### src/verilog/dig_pkg.sv
package dig_pkg;
	// ==========================================================
	// register map (byte address, word index = address / 4)
	// ==========================================================
	localparam logic [7:0] REG_ROUTE     = 8'h00; // capture routing field
	localparam logic [7:0] REG_WATCHDOG  = 8'h04; // loaded watchdog settings
	localparam logic [7:0] REG_SUPPLY    = 8'h08; // regulator mode and monitor state
	localparam logic [7:0] REG_REF_A     = 8'h0c; // factory reference, analog supply
	localparam logic [7:0] REG_REF_B     = 8'h10; // factory reference, external pins
	localparam logic [7:0] REG_STATUS    = 8'h14; // load done
	// ==========================================================
	// information row addresses of factory values
	// ==========================================================
	localparam logic [23:0] INFO_REF_A_LO = 24'h1fc040;
	localparam logic [23:0] INFO_REF_A_HI = 24'h1fc041;
	localparam logic [23:0] INFO_REF_B_LO = 24'h1fc042;
	localparam logic [23:0] INFO_REF_B_HI = 24'h1fc043;
	localparam logic [23:0] OPTION_ADDR  = 24'hfffe0e; // nonvolatile option byte
	// ==========================================================
	// field layout and values
	// ==========================================================
	localparam int          RATE_W       = 3;
	localparam int          WINDOW_POS   = 3;
	localparam int          REF_W        = 12;
	localparam logic [1:0]  ROUTE_PIN    = 2'h0;
	localparam logic [1:0]  ROUTE_SER0   = 2'h1;
	localparam logic [1:0]  ROUTE_SER1   = 2'h2;
	localparam logic [7:0]  TRACE_ANSWER = 8'h00;
	localparam logic [7:0]  TRACE_CMD    = 8'h00; // command code, arbitrary
	// ==========================================================
	// loader states, gray along the path
	// ==========================================================
	typedef enum logic [2:0]
	{
		DIG_IDLE = 3'b000,
		DIG_OPT  = 3'b001,
		DIG_RALO = 3'b011,
		DIG_RAHI = 3'b010,
		DIG_RBLO = 3'b110,
		DIG_RBHI = 3'b111,
		DIG_DONE = 3'b101
	} dig_state_t;
endpackage : dig_pkg

### src/verilog/dig_nv_if.sv
`timescale 1ns/1ps
// nonvolatile read channel between loader and top
interface dig_nv_if;
	logic        req;  // read request
	logic [23:0] addr; // byte address
	logic [7:0]  data; // read data, one cycle later
	modport loader (output req, output addr, input data);
	modport top    (input req, input addr, output data);
endinterface : dig_nv_if

### src/verilog/dig_loader.sv
`timescale 1ns/1ps
// ==========================================================
// reset-time loader of option byte and factory values
// ==========================================================
module dig_loader
	import dig_pkg::*;
(
	input  wire logic                clk,
	input  wire logic                reset_n,
	input  wire logic                clk_en,
	dig_nv_if.loader                 nv,
	output logic      [RATE_W-1:0]   rate,
	output logic                     window,
	output logic      [REF_W-1:0]    ref_a,
	output logic      [REF_W-1:0]    ref_b,
	output logic                     done
);
	dig_state_t        state;      // current step
	dig_state_t        next_state;
	logic [RATE_W-1:0] next_rate;
	logic              next_window;
	logic [REF_W-1:0]  next_ref_a;
	logic [REF_W-1:0]  next_ref_b;
	logic [7:0]        lo_byte;    // low byte held until high arrives
	logic [7:0]        next_lo_byte;

	// ==========================================================
	// next-state logic: IDLE through RBLO each issue a read, next one captures
	// ==========================================================
	always_comb
	begin
		next_state   = state;
		next_rate    = rate;
		next_window  = window;
		next_ref_a   = ref_a;
		next_ref_b   = ref_b;
		next_lo_byte = lo_byte;
		nv.req       = 1'b0;
		nv.addr      = OPTION_ADDR;
		unique case (state)
			DIG_IDLE:
			begin
				nv.req     = 1'b1;
				next_state = DIG_OPT;
			end
			DIG_OPT:
			begin
				// inverted encoding of option bits
				next_rate   = ~nv.data[RATE_W-1:0];
				next_window = ~nv.data[WINDOW_POS];
				nv.req      = 1'b1;
				nv.addr     = INFO_REF_A_LO;
				next_state  = DIG_RALO;
			end
			DIG_RALO:
			begin
				next_lo_byte = nv.data;
				nv.req       = 1'b1;
				nv.addr      = INFO_REF_A_HI;
				next_state   = DIG_RAHI;
			end
			DIG_RAHI:
			begin
				// right-justified: upper nibble of high byte dropped
				next_ref_a = {nv.data[3:0], lo_byte};
				nv.req     = 1'b1;
				nv.addr    = INFO_REF_B_LO;
				next_state = DIG_RBLO;
			end
			DIG_RBLO:
			begin
				next_lo_byte = nv.data;
				nv.req       = 1'b1;
				nv.addr      = INFO_REF_B_HI;
				next_state   = DIG_RBHI;
			end
			DIG_RBHI:
			begin
				next_ref_b = {nv.data[3:0], lo_byte};
				next_state = DIG_DONE;
			end
			DIG_DONE:
			begin
				next_state = DIG_DONE; // stays until next reset
			end
			default:
			begin
				next_state = DIG_IDLE; // illegal code restarts load
			end
		endcase
	end

	// ==========================================================
	// state registers
	// ==========================================================
	always_ff @(posedge clk or negedge reset_n)
	begin
		if (!reset_n)
		begin
			state   <= DIG_IDLE;
			rate    <= '0;
			window  <= 1'b0;
			ref_a   <= '0;
			ref_b   <= '0;
			lo_byte <= 8'h00;
			done    <= 1'b0;
		end
		else if (clk_en)
		begin
			state   <= next_state;
			rate    <= next_rate;
			window  <= next_window;
			ref_a   <= next_ref_a;
			ref_b   <= next_ref_b;
			lo_byte <= next_lo_byte;
			done    <= (next_state == DIG_DONE);
		end
	end
endmodule : dig_loader

### src/verilog/dig_top.sv
`timescale 1ns/1ps
// Functional notes
// - reset loads watchdog rate and window from option
// - rate equals inverted low option bits
// - window bit is inverse of option bit3
// - trace buffer read command answers zero
// - supply-referenced bandgap value at C040/C041
// - pin-referenced bandgap value at C042/C043
// - stored values are 12-bit right-justified
// - route 01 feeds capture3 from serial0
// - route 10 feeds capture3 from serial1
// - any supply monitor low causes reset
// - io monitor ignored in reduced-power mode
// - processor held until load finishes
module dig_top
	import dig_pkg::*;
(
	input  wire logic        clk,
	input  wire logic        reset_n,
	input  wire logic        clk_en,
	// register port
	input  wire logic [7:0]  reg_addr,
	input  wire logic [31:0] reg_wdata,
	input  wire logic        reg_wr,
	input  wire logic        reg_rd,
	output logic      [31:0] reg_rdata,
	// nonvolatile memory read port, data in the same cycle as the request
	output logic             nv_req,
	output logic      [23:0] nv_addr,
	input  wire logic [7:0]  nv_rdata,
	// watchdog settings to the watchdog_control_register
	output logic      [2:0]  watchdog_rate_field,
	output logic             watchdog_window_bit,
	// background_debug_interface trace command
	input  wire logic        debug_cmd_valid,
	input  wire logic [7:0]  debug_cmd,
	output logic             debug_resp_valid,
	output logic      [7:0]  debug_resp,
	// capture routing
	input  wire logic        timer_channel3_pin,
	input  wire logic        serial0_receive_line,
	input  wire logic        serial1_receive_line,
	output logic             input_capture_channel3,
	// supply monitors
	input  wire logic        core_low,
	input  wire logic        flash_low,
	input  wire logic        io_supply_low,
	input  wire logic        voltage_regulator_reduced,
	output logic             low_voltage_reset,
	// processor hold during load
	output logic             cpu_hold
);
	// ==========================================================
	// internal state
	// ==========================================================
	dig_nv_if        nv ();           // loader channel
	logic [1:0]      route;           // capture_route_high_bit, capture_route_low_bit
	logic [1:0]      next_route;
	logic [31:0]     next_rdata;
	logic [2:0]      ld_rate;         // loaded rate
	logic            ld_window;       // loaded window mode
	logic [REF_W-1:0] ref_a;          // factory value, analog supply
	logic [REF_W-1:0] ref_b;          // factory value, reference pins
	logic            ld_done;         // load finished
	logic            next_cap;
	logic            next_lv_reset;
	logic            next_resp_valid;
	logic [7:0]      next_resp;

	// ==========================================================
	// loader
	// ==========================================================
	dig_loader u_loader
	(
		.clk     (clk),
		.reset_n (reset_n),
		.clk_en  (clk_en),
		.nv      (nv.loader),
		.rate    (ld_rate),
		.window  (ld_window),
		.ref_a   (ref_a),
		.ref_b   (ref_b),
		.done    (ld_done)
	);
	assign nv.data = nv_rdata;

	// full byte-address decode shared by write and read paths
	function automatic logic hit(input logic [7:0] a, input logic [7:0] off);
		hit = (a == off);
	endfunction : hit

	// ==========================================================
	// next values for registers and routed signals
	// ==========================================================
	always_comb
	begin
		next_route = route;
		if (reg_wr && hit(reg_addr, REG_ROUTE))
		begin
			next_route = reg_wdata[1:0];
		end
		// read data appear only in the cycle after the strobe
		next_rdata = 32'h00000000;
		if (reg_rd)
		begin
			if (hit(reg_addr, REG_ROUTE))
				next_rdata = {30'h0, route};
			else if (hit(reg_addr, REG_WATCHDOG))
				next_rdata = {28'h0, ld_window, ld_rate};
			else if (hit(reg_addr, REG_SUPPLY))
				next_rdata = {29'h0, low_voltage_reset, io_supply_low,
					voltage_regulator_reduced};
			else if (hit(reg_addr, REG_REF_A))
				next_rdata = {20'h0, ref_a};
			else if (hit(reg_addr, REG_REF_B))
				next_rdata = {20'h0, ref_b};
			else if (hit(reg_addr, REG_STATUS))
				next_rdata = {31'h0, ld_done};
			else
				next_rdata = 32'h00000000; // unmapped reads zero
		end
		// capture channel source; code 11 falls back to the pin
		unique case (route)
			ROUTE_SER0: next_cap = serial0_receive_line;
			ROUTE_SER1: next_cap = serial1_receive_line;
			default:    next_cap = timer_channel3_pin;
		endcase
		// io monitor masked in reduced-power regulator mode
		next_lv_reset = core_low | flash_low
			| (io_supply_low & ~voltage_regulator_reduced);
		// only the trace read gets an answer, always zero
		next_resp_valid = debug_cmd_valid && (debug_cmd == TRACE_CMD);
		next_resp       = TRACE_ANSWER;
	end

	// ==========================================================
	// registers; every output flopped
	// ==========================================================
	always_ff @(posedge clk or negedge reset_n)
	begin
		if (!reset_n)
		begin
			route                  <= ROUTE_PIN;
			reg_rdata              <= 32'h00000000;
			input_capture_channel3 <= 1'b0;
			low_voltage_reset      <= 1'b0;
			debug_resp_valid       <= 1'b0;
			debug_resp             <= 8'h00;
			cpu_hold               <= 1'b1;
			nv_req                 <= 1'b0;
			nv_addr                <= 24'h000000;
			watchdog_rate_field    <= 3'h0;
			watchdog_window_bit    <= 1'b0;
		end
		else if (clk_en)
		begin
			route                  <= next_route;
			reg_rdata              <= next_rdata;
			input_capture_channel3 <= next_cap;
			low_voltage_reset      <= next_lv_reset;
			debug_resp_valid       <= next_resp_valid;
			debug_resp             <= next_resp;
			cpu_hold               <= ~ld_done;
			// request registered here, so the loader sees data one cycle later still
			nv_req                 <= nv.req;
			nv_addr                <= nv.addr;
			watchdog_rate_field    <= ld_rate;
			watchdog_window_bit    <= ld_window;
		end
	end
endmodule : dig_top

### config.mk
export PLATFORM = sky130hd
export DESIGN_NAME = dig_top
export DESIGN_NICKNAME = d
export VERILOG_FILES = /design/src/verilog/dig_pkg.sv /design/src/verilog/dig_nv_if.sv /design/src/verilog/dig_loader.sv /design/src/verilog/dig_top.sv
export SDC_FILE = /design/constraint.sdc
export NUM_CORES = 1
export LEC_CHECK = 0
export BUFFER_PORTS_ARGS = -buffer_cell sky130_fd_sc_hd__buf_4
export CAP_MARGIN = 20
export CORE_MARGIN = 2
export CORE_UTILIZATION = 46
export DETAILED_ROUTE_END_ITERATION = 10
export GPL_ROUTABILITY_DRIVEN = 0
export PLACE_DENSITY = 0.76
export SYNTH_ARGS = -nofsm -noshare
export SYNTH_HDL_FRONTEND = slang
export SYNTH_HIERARCHICAL = 1
export SYNTH_SLANG_ARGS = --single-unit
### constraint.sdc
create_clock -name clk -period 1.7 [get_ports clk]
set_input_delay 0 -clock clk [delete_from_list [all_inputs] [get_ports clk]]
set_output_delay 0 -clock clk [all_outputs]
set_load 0.03 [all_outputs]
# After elaboration in Yosys (flattened, before gate mapping)

Index checks and enable logic that the tools add are counted.

Output and inout bits: 73
Input bits: 69
Bits in registers: 107

Bitwise logic cells: 7
Eq/ne operators: 14
Reductions and logical operators: 13
Mux-type cells: 11

Operators with widths:

| cell               | count |
|---|---|
| $pmux 24 s4        | 1 |
| $mux 12            | 6 |
| $pmux 3 s6         | 1 |
| $eq 8x4->1 const B | 2 |
| $eq 8x5->1 const B | 2 |
| $logic_not 8->1    | 2 |
| $eq 3x3->1 const B | 4 |
| $reduce_and 2->1   | 5 |
| $eq 8x3->1 const B | 1 |
| $eq 3x2->1 const B | 2 |
| $reduce_or 5->1    | 1 |
| $reduce_or 2->1    | 2 |
| $eq 3x1->1 const B | 1 |
| $logic_not 3->1    | 1 |
| $not 1->1          | 3 |
| $not 3->3          | 1 |
| $eq 2x1->1 const B | 1 |
| $eq 2x2->1 const B | 1 |
| $logic_and 1x1->1  | 2 |
| $mux 1             | 2 |
| $or 1x1->1         | 2 |
| $pmux 1 s2         | 1 |
| $and 1x1->1        | 1 |

# Depth between registers and ports, before layout

Depth after elaboration: 8
Depth in mapped cells: 6
Depth with buffers taken out: 5

# Hierarchy

The synthesis kept the hierarchy.

Modules (own cells, without submodules):

| module     | area an instance (µm²) | times used | cells an instance | sequential area each (µm²) |
|---|---|---|---|---|
| dig_top    | 2,449.8                | 1          | 200               | 1,177.4 |
| dig_loader | 1,747.9                | 1          | 131               | 1,001.0 |

# Least setup slack after synthesis

Ideal clock, no wire load.

Path kind: reg-to-reg
From: register u_loader.state[0]
To: register nv_addr[6]
Data required time: 1.575 ns
Arrival: 1.708 ns
Stages on the path, launching flop included: 6
Buffers on the path: 2
Clock period less this slack: 1.832 ns
Path slack: -0.132 ns
Path through: dfrtp_1 -> buf_4 -> o21ai_0 -> inv_1 -> buf_4 -> mux2_2

Word-level cells in the longest chain between the ends: 2

RTL lines:

| what                               | line              | text |
|---|---|---|
| start: declaration                 | dig_loader.sv:18  | `dig_state_t state;` |
| start signal: assignment           | dig_loader.sv:110 | `state <= next_state;` |
| $eq 3x3->1 (tied with other cells) | dig_loader.sv:40  | `unique case (state)` |
| $pmux 24 s4 (*)                    | dig_loader.sv:40  |  |
| via nv.addr[6]                     | dig_nv_if.sv:5    | `logic [23:0] addr;` |
| end signal: assignment             | dig_top.sv:166    | `nv_addr <= nv.addr;` |
| end: declaration                   | dig_top.sv:29     | `output logic [23:0] nv_addr,` |

The timed path passes the listed nets; every way through them passes the cells marked *.
A chain may end at the register's enable or synchronous reset.

# Final worst setup path

From: register u_loader.state[0]
To: register u_loader.lo_byte[0]

Word-level cells in the longest chain between the ends: 3

RTL lines:

| what                                            | line              | text |
|---|---|---|
| $eq 3x2->1 / $eq 3x3->1 (equally long branches) | dig_loader.sv:40  |  |
| $reduce_or 2->1 (no source line) (*)            | -                 |  |
| $reduce_and 2->1 (no source line) (*)           | -                 |  |
| end signal: assignment                          | dig_loader.sv:115 | `lo_byte <= next_lo_byte;` |
| end: declaration                                | dig_loader.sv:24  | `logic [7:0] lo_byte;` |

Mark *: on every way between the ends. The rest lies on a longest branch, timed or not.

==> qor.csv <==
stage;metric;value;unit
route;drt_iter0_markers;117;
critical_path;critical_path.slowest_cell;dfrtp_1;
layout;antenna_cells;0;
logic_synthesis;synthArstFlopShare;100;%
layout;nets;497;
floorplan;die_w;99.5;µm
logic_synthesis;synthFlopType;dfrtp_1;
logic_synthesis;synthCells;331;
cts;clk_pin_slew;0.09;ns
layout;n_fill_cell;720;
timing;skew;0.0115;ns
floorplan;die_area;9910;µm²
layout;multi_input_area;1660;µm²
power_and_ir_drop;swShare;34.4;%
global_routing;grt_use_met2;27.2;%
cts;cts.sinks;87;
global_routing;top_usage_layer;met2;
power_and_ir_drop;power_frac_clock;19.9;%
floorplan;floorplan.initialDensity;47.7;%
timing;whs;0.0226;ns
logic_synthesis;ys_ff_latch;87;
global_routing;grt_pass1_vias;2667;
power_and_ir_drop;power.share.combinational;35.1;%
timing;slew_viol_final;0;
critical_path;crit_family;flip-flops;
floorplan;rows;34;
power_and_ir_drop;peakVddDrop;0.642;mV
cts;root_buffer;clkbuf_8;
critical_path;slowest_delay;0.51;ns
route;wirelength;8170;µm
timing;rsz0062_at_grt;no;
layout;final_common_cell;buf_4;
timing;setup-tns-final;0;ns
route;firstDrtPassIters;4;
timing;maxClockFrequency;663;MHz
logic_synthesis;synth.distinct_cells;54;
route;postRouteAntennaNets;0;
route;wl_per_cell;15.2;µm
timing;min_period;1.51;ns
cts;clockBufferDepth;2;
floorplan;io_pins;142;
placement;port_buffers;83;
global_routing;grt_usage;16.8;%
route;drc;0;
logic_synthesis;avgSynthCellArea;12.7;µm²
timing;hold_violations;0;
power_and_ir_drop;pwr-share-seq;45.0;%
critical_path;path_buf_inv;1;
placement;dpl_worst_slack;0.193;ns
timing;finalSetupViolations;0;
cts;clk_latency;0.35;ns
layout;area_delta_synth_final;22.1;%
global_routing;antenna_found_initial;0;
critical_path;start_kind;flop;
worst_hold_path;min_path_type;in -> reg;
critical_path;crit_fanout;8;
logic_synthesis;synth-edff-count;0;
layout;layout.cells.non_filler;539;
global_routing;met1_usage;22.2;%
route;via_per_inst;5.02;
outcome;outcome;finished, final reports clean;
critical_path;end_kind;flop;
cts;cts_made_buffers;9;
layout;regArea;2180;µm²
layout;final_cell_mix;buf_4 (97), dfrtp_1 (86), mux2_2 (64);
layout;final_layout_size_suffix_gt1_share;46.2;%
power_and_ir_drop;p_leak;2.36;nW
critical_path;required;1.93;ns
timing;finalCritPeriodShare;88.8;%
power_and_ir_drop;switching_power;2.49;mW
floorplan;fp.coreArea;8810;µm²
power_and_ir_drop;p_int;4.75;mW
cts;tritoncts;done;
route;num_vias;2707;
critical_path;criticalPathCategory;reg -> reg;
global_routing;grt_max_degree;39;
job;cap_viol_max_count;0;
logic_synthesis;synth-warning-count;6;
placement;hpwl;5750;µm
floorplan;die_h;99.5;µm
placement;dp_cells;508;
critical_path;cp.arrival;1.74;ns
logic_synthesis;ys_seq_area_share;51.9;%
timing;setup_slack;0.191;ns
logic_synthesis;netlist_area;4200;µm²
global_routing;use_met3;4.15;%
global_routing;grt_pass1_wl;13100;µm
global_routing;grt_remaining_overflow;0;
critical_path;cp_cell_sequence;xor2_1 > and3_1 > buf_4 > mux2_2;
cts;htreeDepth;3;
power_and_ir_drop;powerDensity;1410;nW/µm²
[metal layers]
| metal | vias up | share of wire [%] |
|---|---|---|
| li1 | 1277 | - |
| met1 | 1324 | 45 |
| met2 | 96 | 48 |
| met3 | 10 | 5.9 |
| met4 | 0 | 1.2 |
| met5 | - | 0 |
[kinds of logic (layout without fill, tap and decap cells)]
| logic type | after synthesis | count (layout) | share of synthesized area, % |
|---|---|---|---|
| flip-flops | 87 | 87 | 51.9 |
| buffers and inverters | 76 | 140 | 11.9 |
| multiplexers | 65 | 65 | 17.4 |
| AO/OA/AOI/OAI | 51 | 51 | 10.6 |
| AND/OR/NAND/NOR | 46 | 46 | 7.15 |
| other | 3 | 39 | 0.268 |
| adder cells (fa/ha/maj) | 2 | 2 | 0.596 |
| XOR/XNOR | 1 | 1 | 0.209 |
[path summary, 6_finish.rpt]
check / from / to / slack, ns / cells after the start
hold reg to reg: cpu_hold$_DFFE_PN1P_ / cpu_hold$_DFFE_PN1P_ / 0.50 / 2
setup reg to reg: u_loader/state[0]$_DFFE_PN0P_ / u_loader/lo_byte[0]$_DFFE_PN0P_ / 0.19 / 4
hold / removal: clk_en / reg_rdata[2]$_DFFE_PN0P_ / 0.02 / 2
min in group asynchronous: reset_n / nv_addr[5]$_DFFE_PN0P_ / 0.15 / 2
max in group asynchronous: reset_n / u_loader/ref_a[5]$_DFFE_PN0P_ / 0.94 / 3
setup / recovery: u_loader/state[0]$_DFFE_PN0P_ / u_loader/lo_byte[0]$_DFFE_PN0P_ / 0.19 / 4
[cell type report]
type	count	share of cell area, %
tap	108	2.64
clock inverter	5	1.12
multi-input combinational	204	32.3
timing repair buffer	114	17.9
sequential	87	42.5
clock buffer	11	2.76
inverter	10	0.733
[Yosys cell counts, drive strengths merged, types with 3 or more instances]
cell | instances | area share (%)
buf | 60 | 10
o2bb2ai | 8 | 2.6
nor4 | 6 | 1.6
dfrtp | 86 | 51
a21oi | 4 | 0.48
mux2 | 64 | 17
clkbuf | 6 | 0.54
inv | 10 | 0.89
nor2 | 4 | 0.36
conb | 3 | 0.27
nand2 | 15 | 1.3
nor3 | 6 | 0.98
a22oi | 10 | 1.9
o21ai | 11 | 1.3
[worst reg2reg max path, cell delays in order (launching register included)]
cell	delay (ns)
dfrtp_1	0.51
xor2_1	0.19
and3_1	0.17
buf_4	0.18
mux2_2	0.35
[repair_timing]
item | in CTS | in global routing
hold buffers | 15 | 0
hold endpoints to repair | 70 | 0
resized for setup | 0 | 0
endpoints found under the setup margin | 0 | 0
buffers inserted | 0 | 0
[sequential cells by signal, indices dropped and copies added, names as in the netlist, 2 cells and up, named ones only]
name / flops
u_loader/lo_byte: 8
nv_addr: 24
u_loader/ref_a: 12
u_loader/state: 2
reg_rdata: 12
u_loader/rate: 3
u_loader/ref_b: 12
route: 2
watchdog_rate_field: 3
[through the flow]
| step | total power [mW] | utilization, % | cell area (µm²) |
|---|---|---|---|
| 2_1_floorplan | 5.21 | - | 4330 |
| 3_3_place_gp | 5.72 | 54.2 | 4770 |
| 3_5_place_dp | 5.84 | 54.2 | 4770 |
| 4_1_cts | 7.32 | 58.2 | 5120 |
| 5_1_grt | 7.67 | 58.2 | 5120 |
| 6_report | 7.24 | 58.2 | 5120 |
[power groups by stage]
stage | combinational [mW] | sequential (mW) | clock (mW)
floorplan | 1.57 | 3.64 | 0
global placement | 2.47 | 3.26 | 0
detailed placement | 2.54 | 3.30 | 0
CTS | 2.57 | 3.26 | 1.49
global route | 2.73 | 3.37 | 1.57
finish | 2.54 | 3.26 | 1.44
Power figures use the tool's default switching activity.
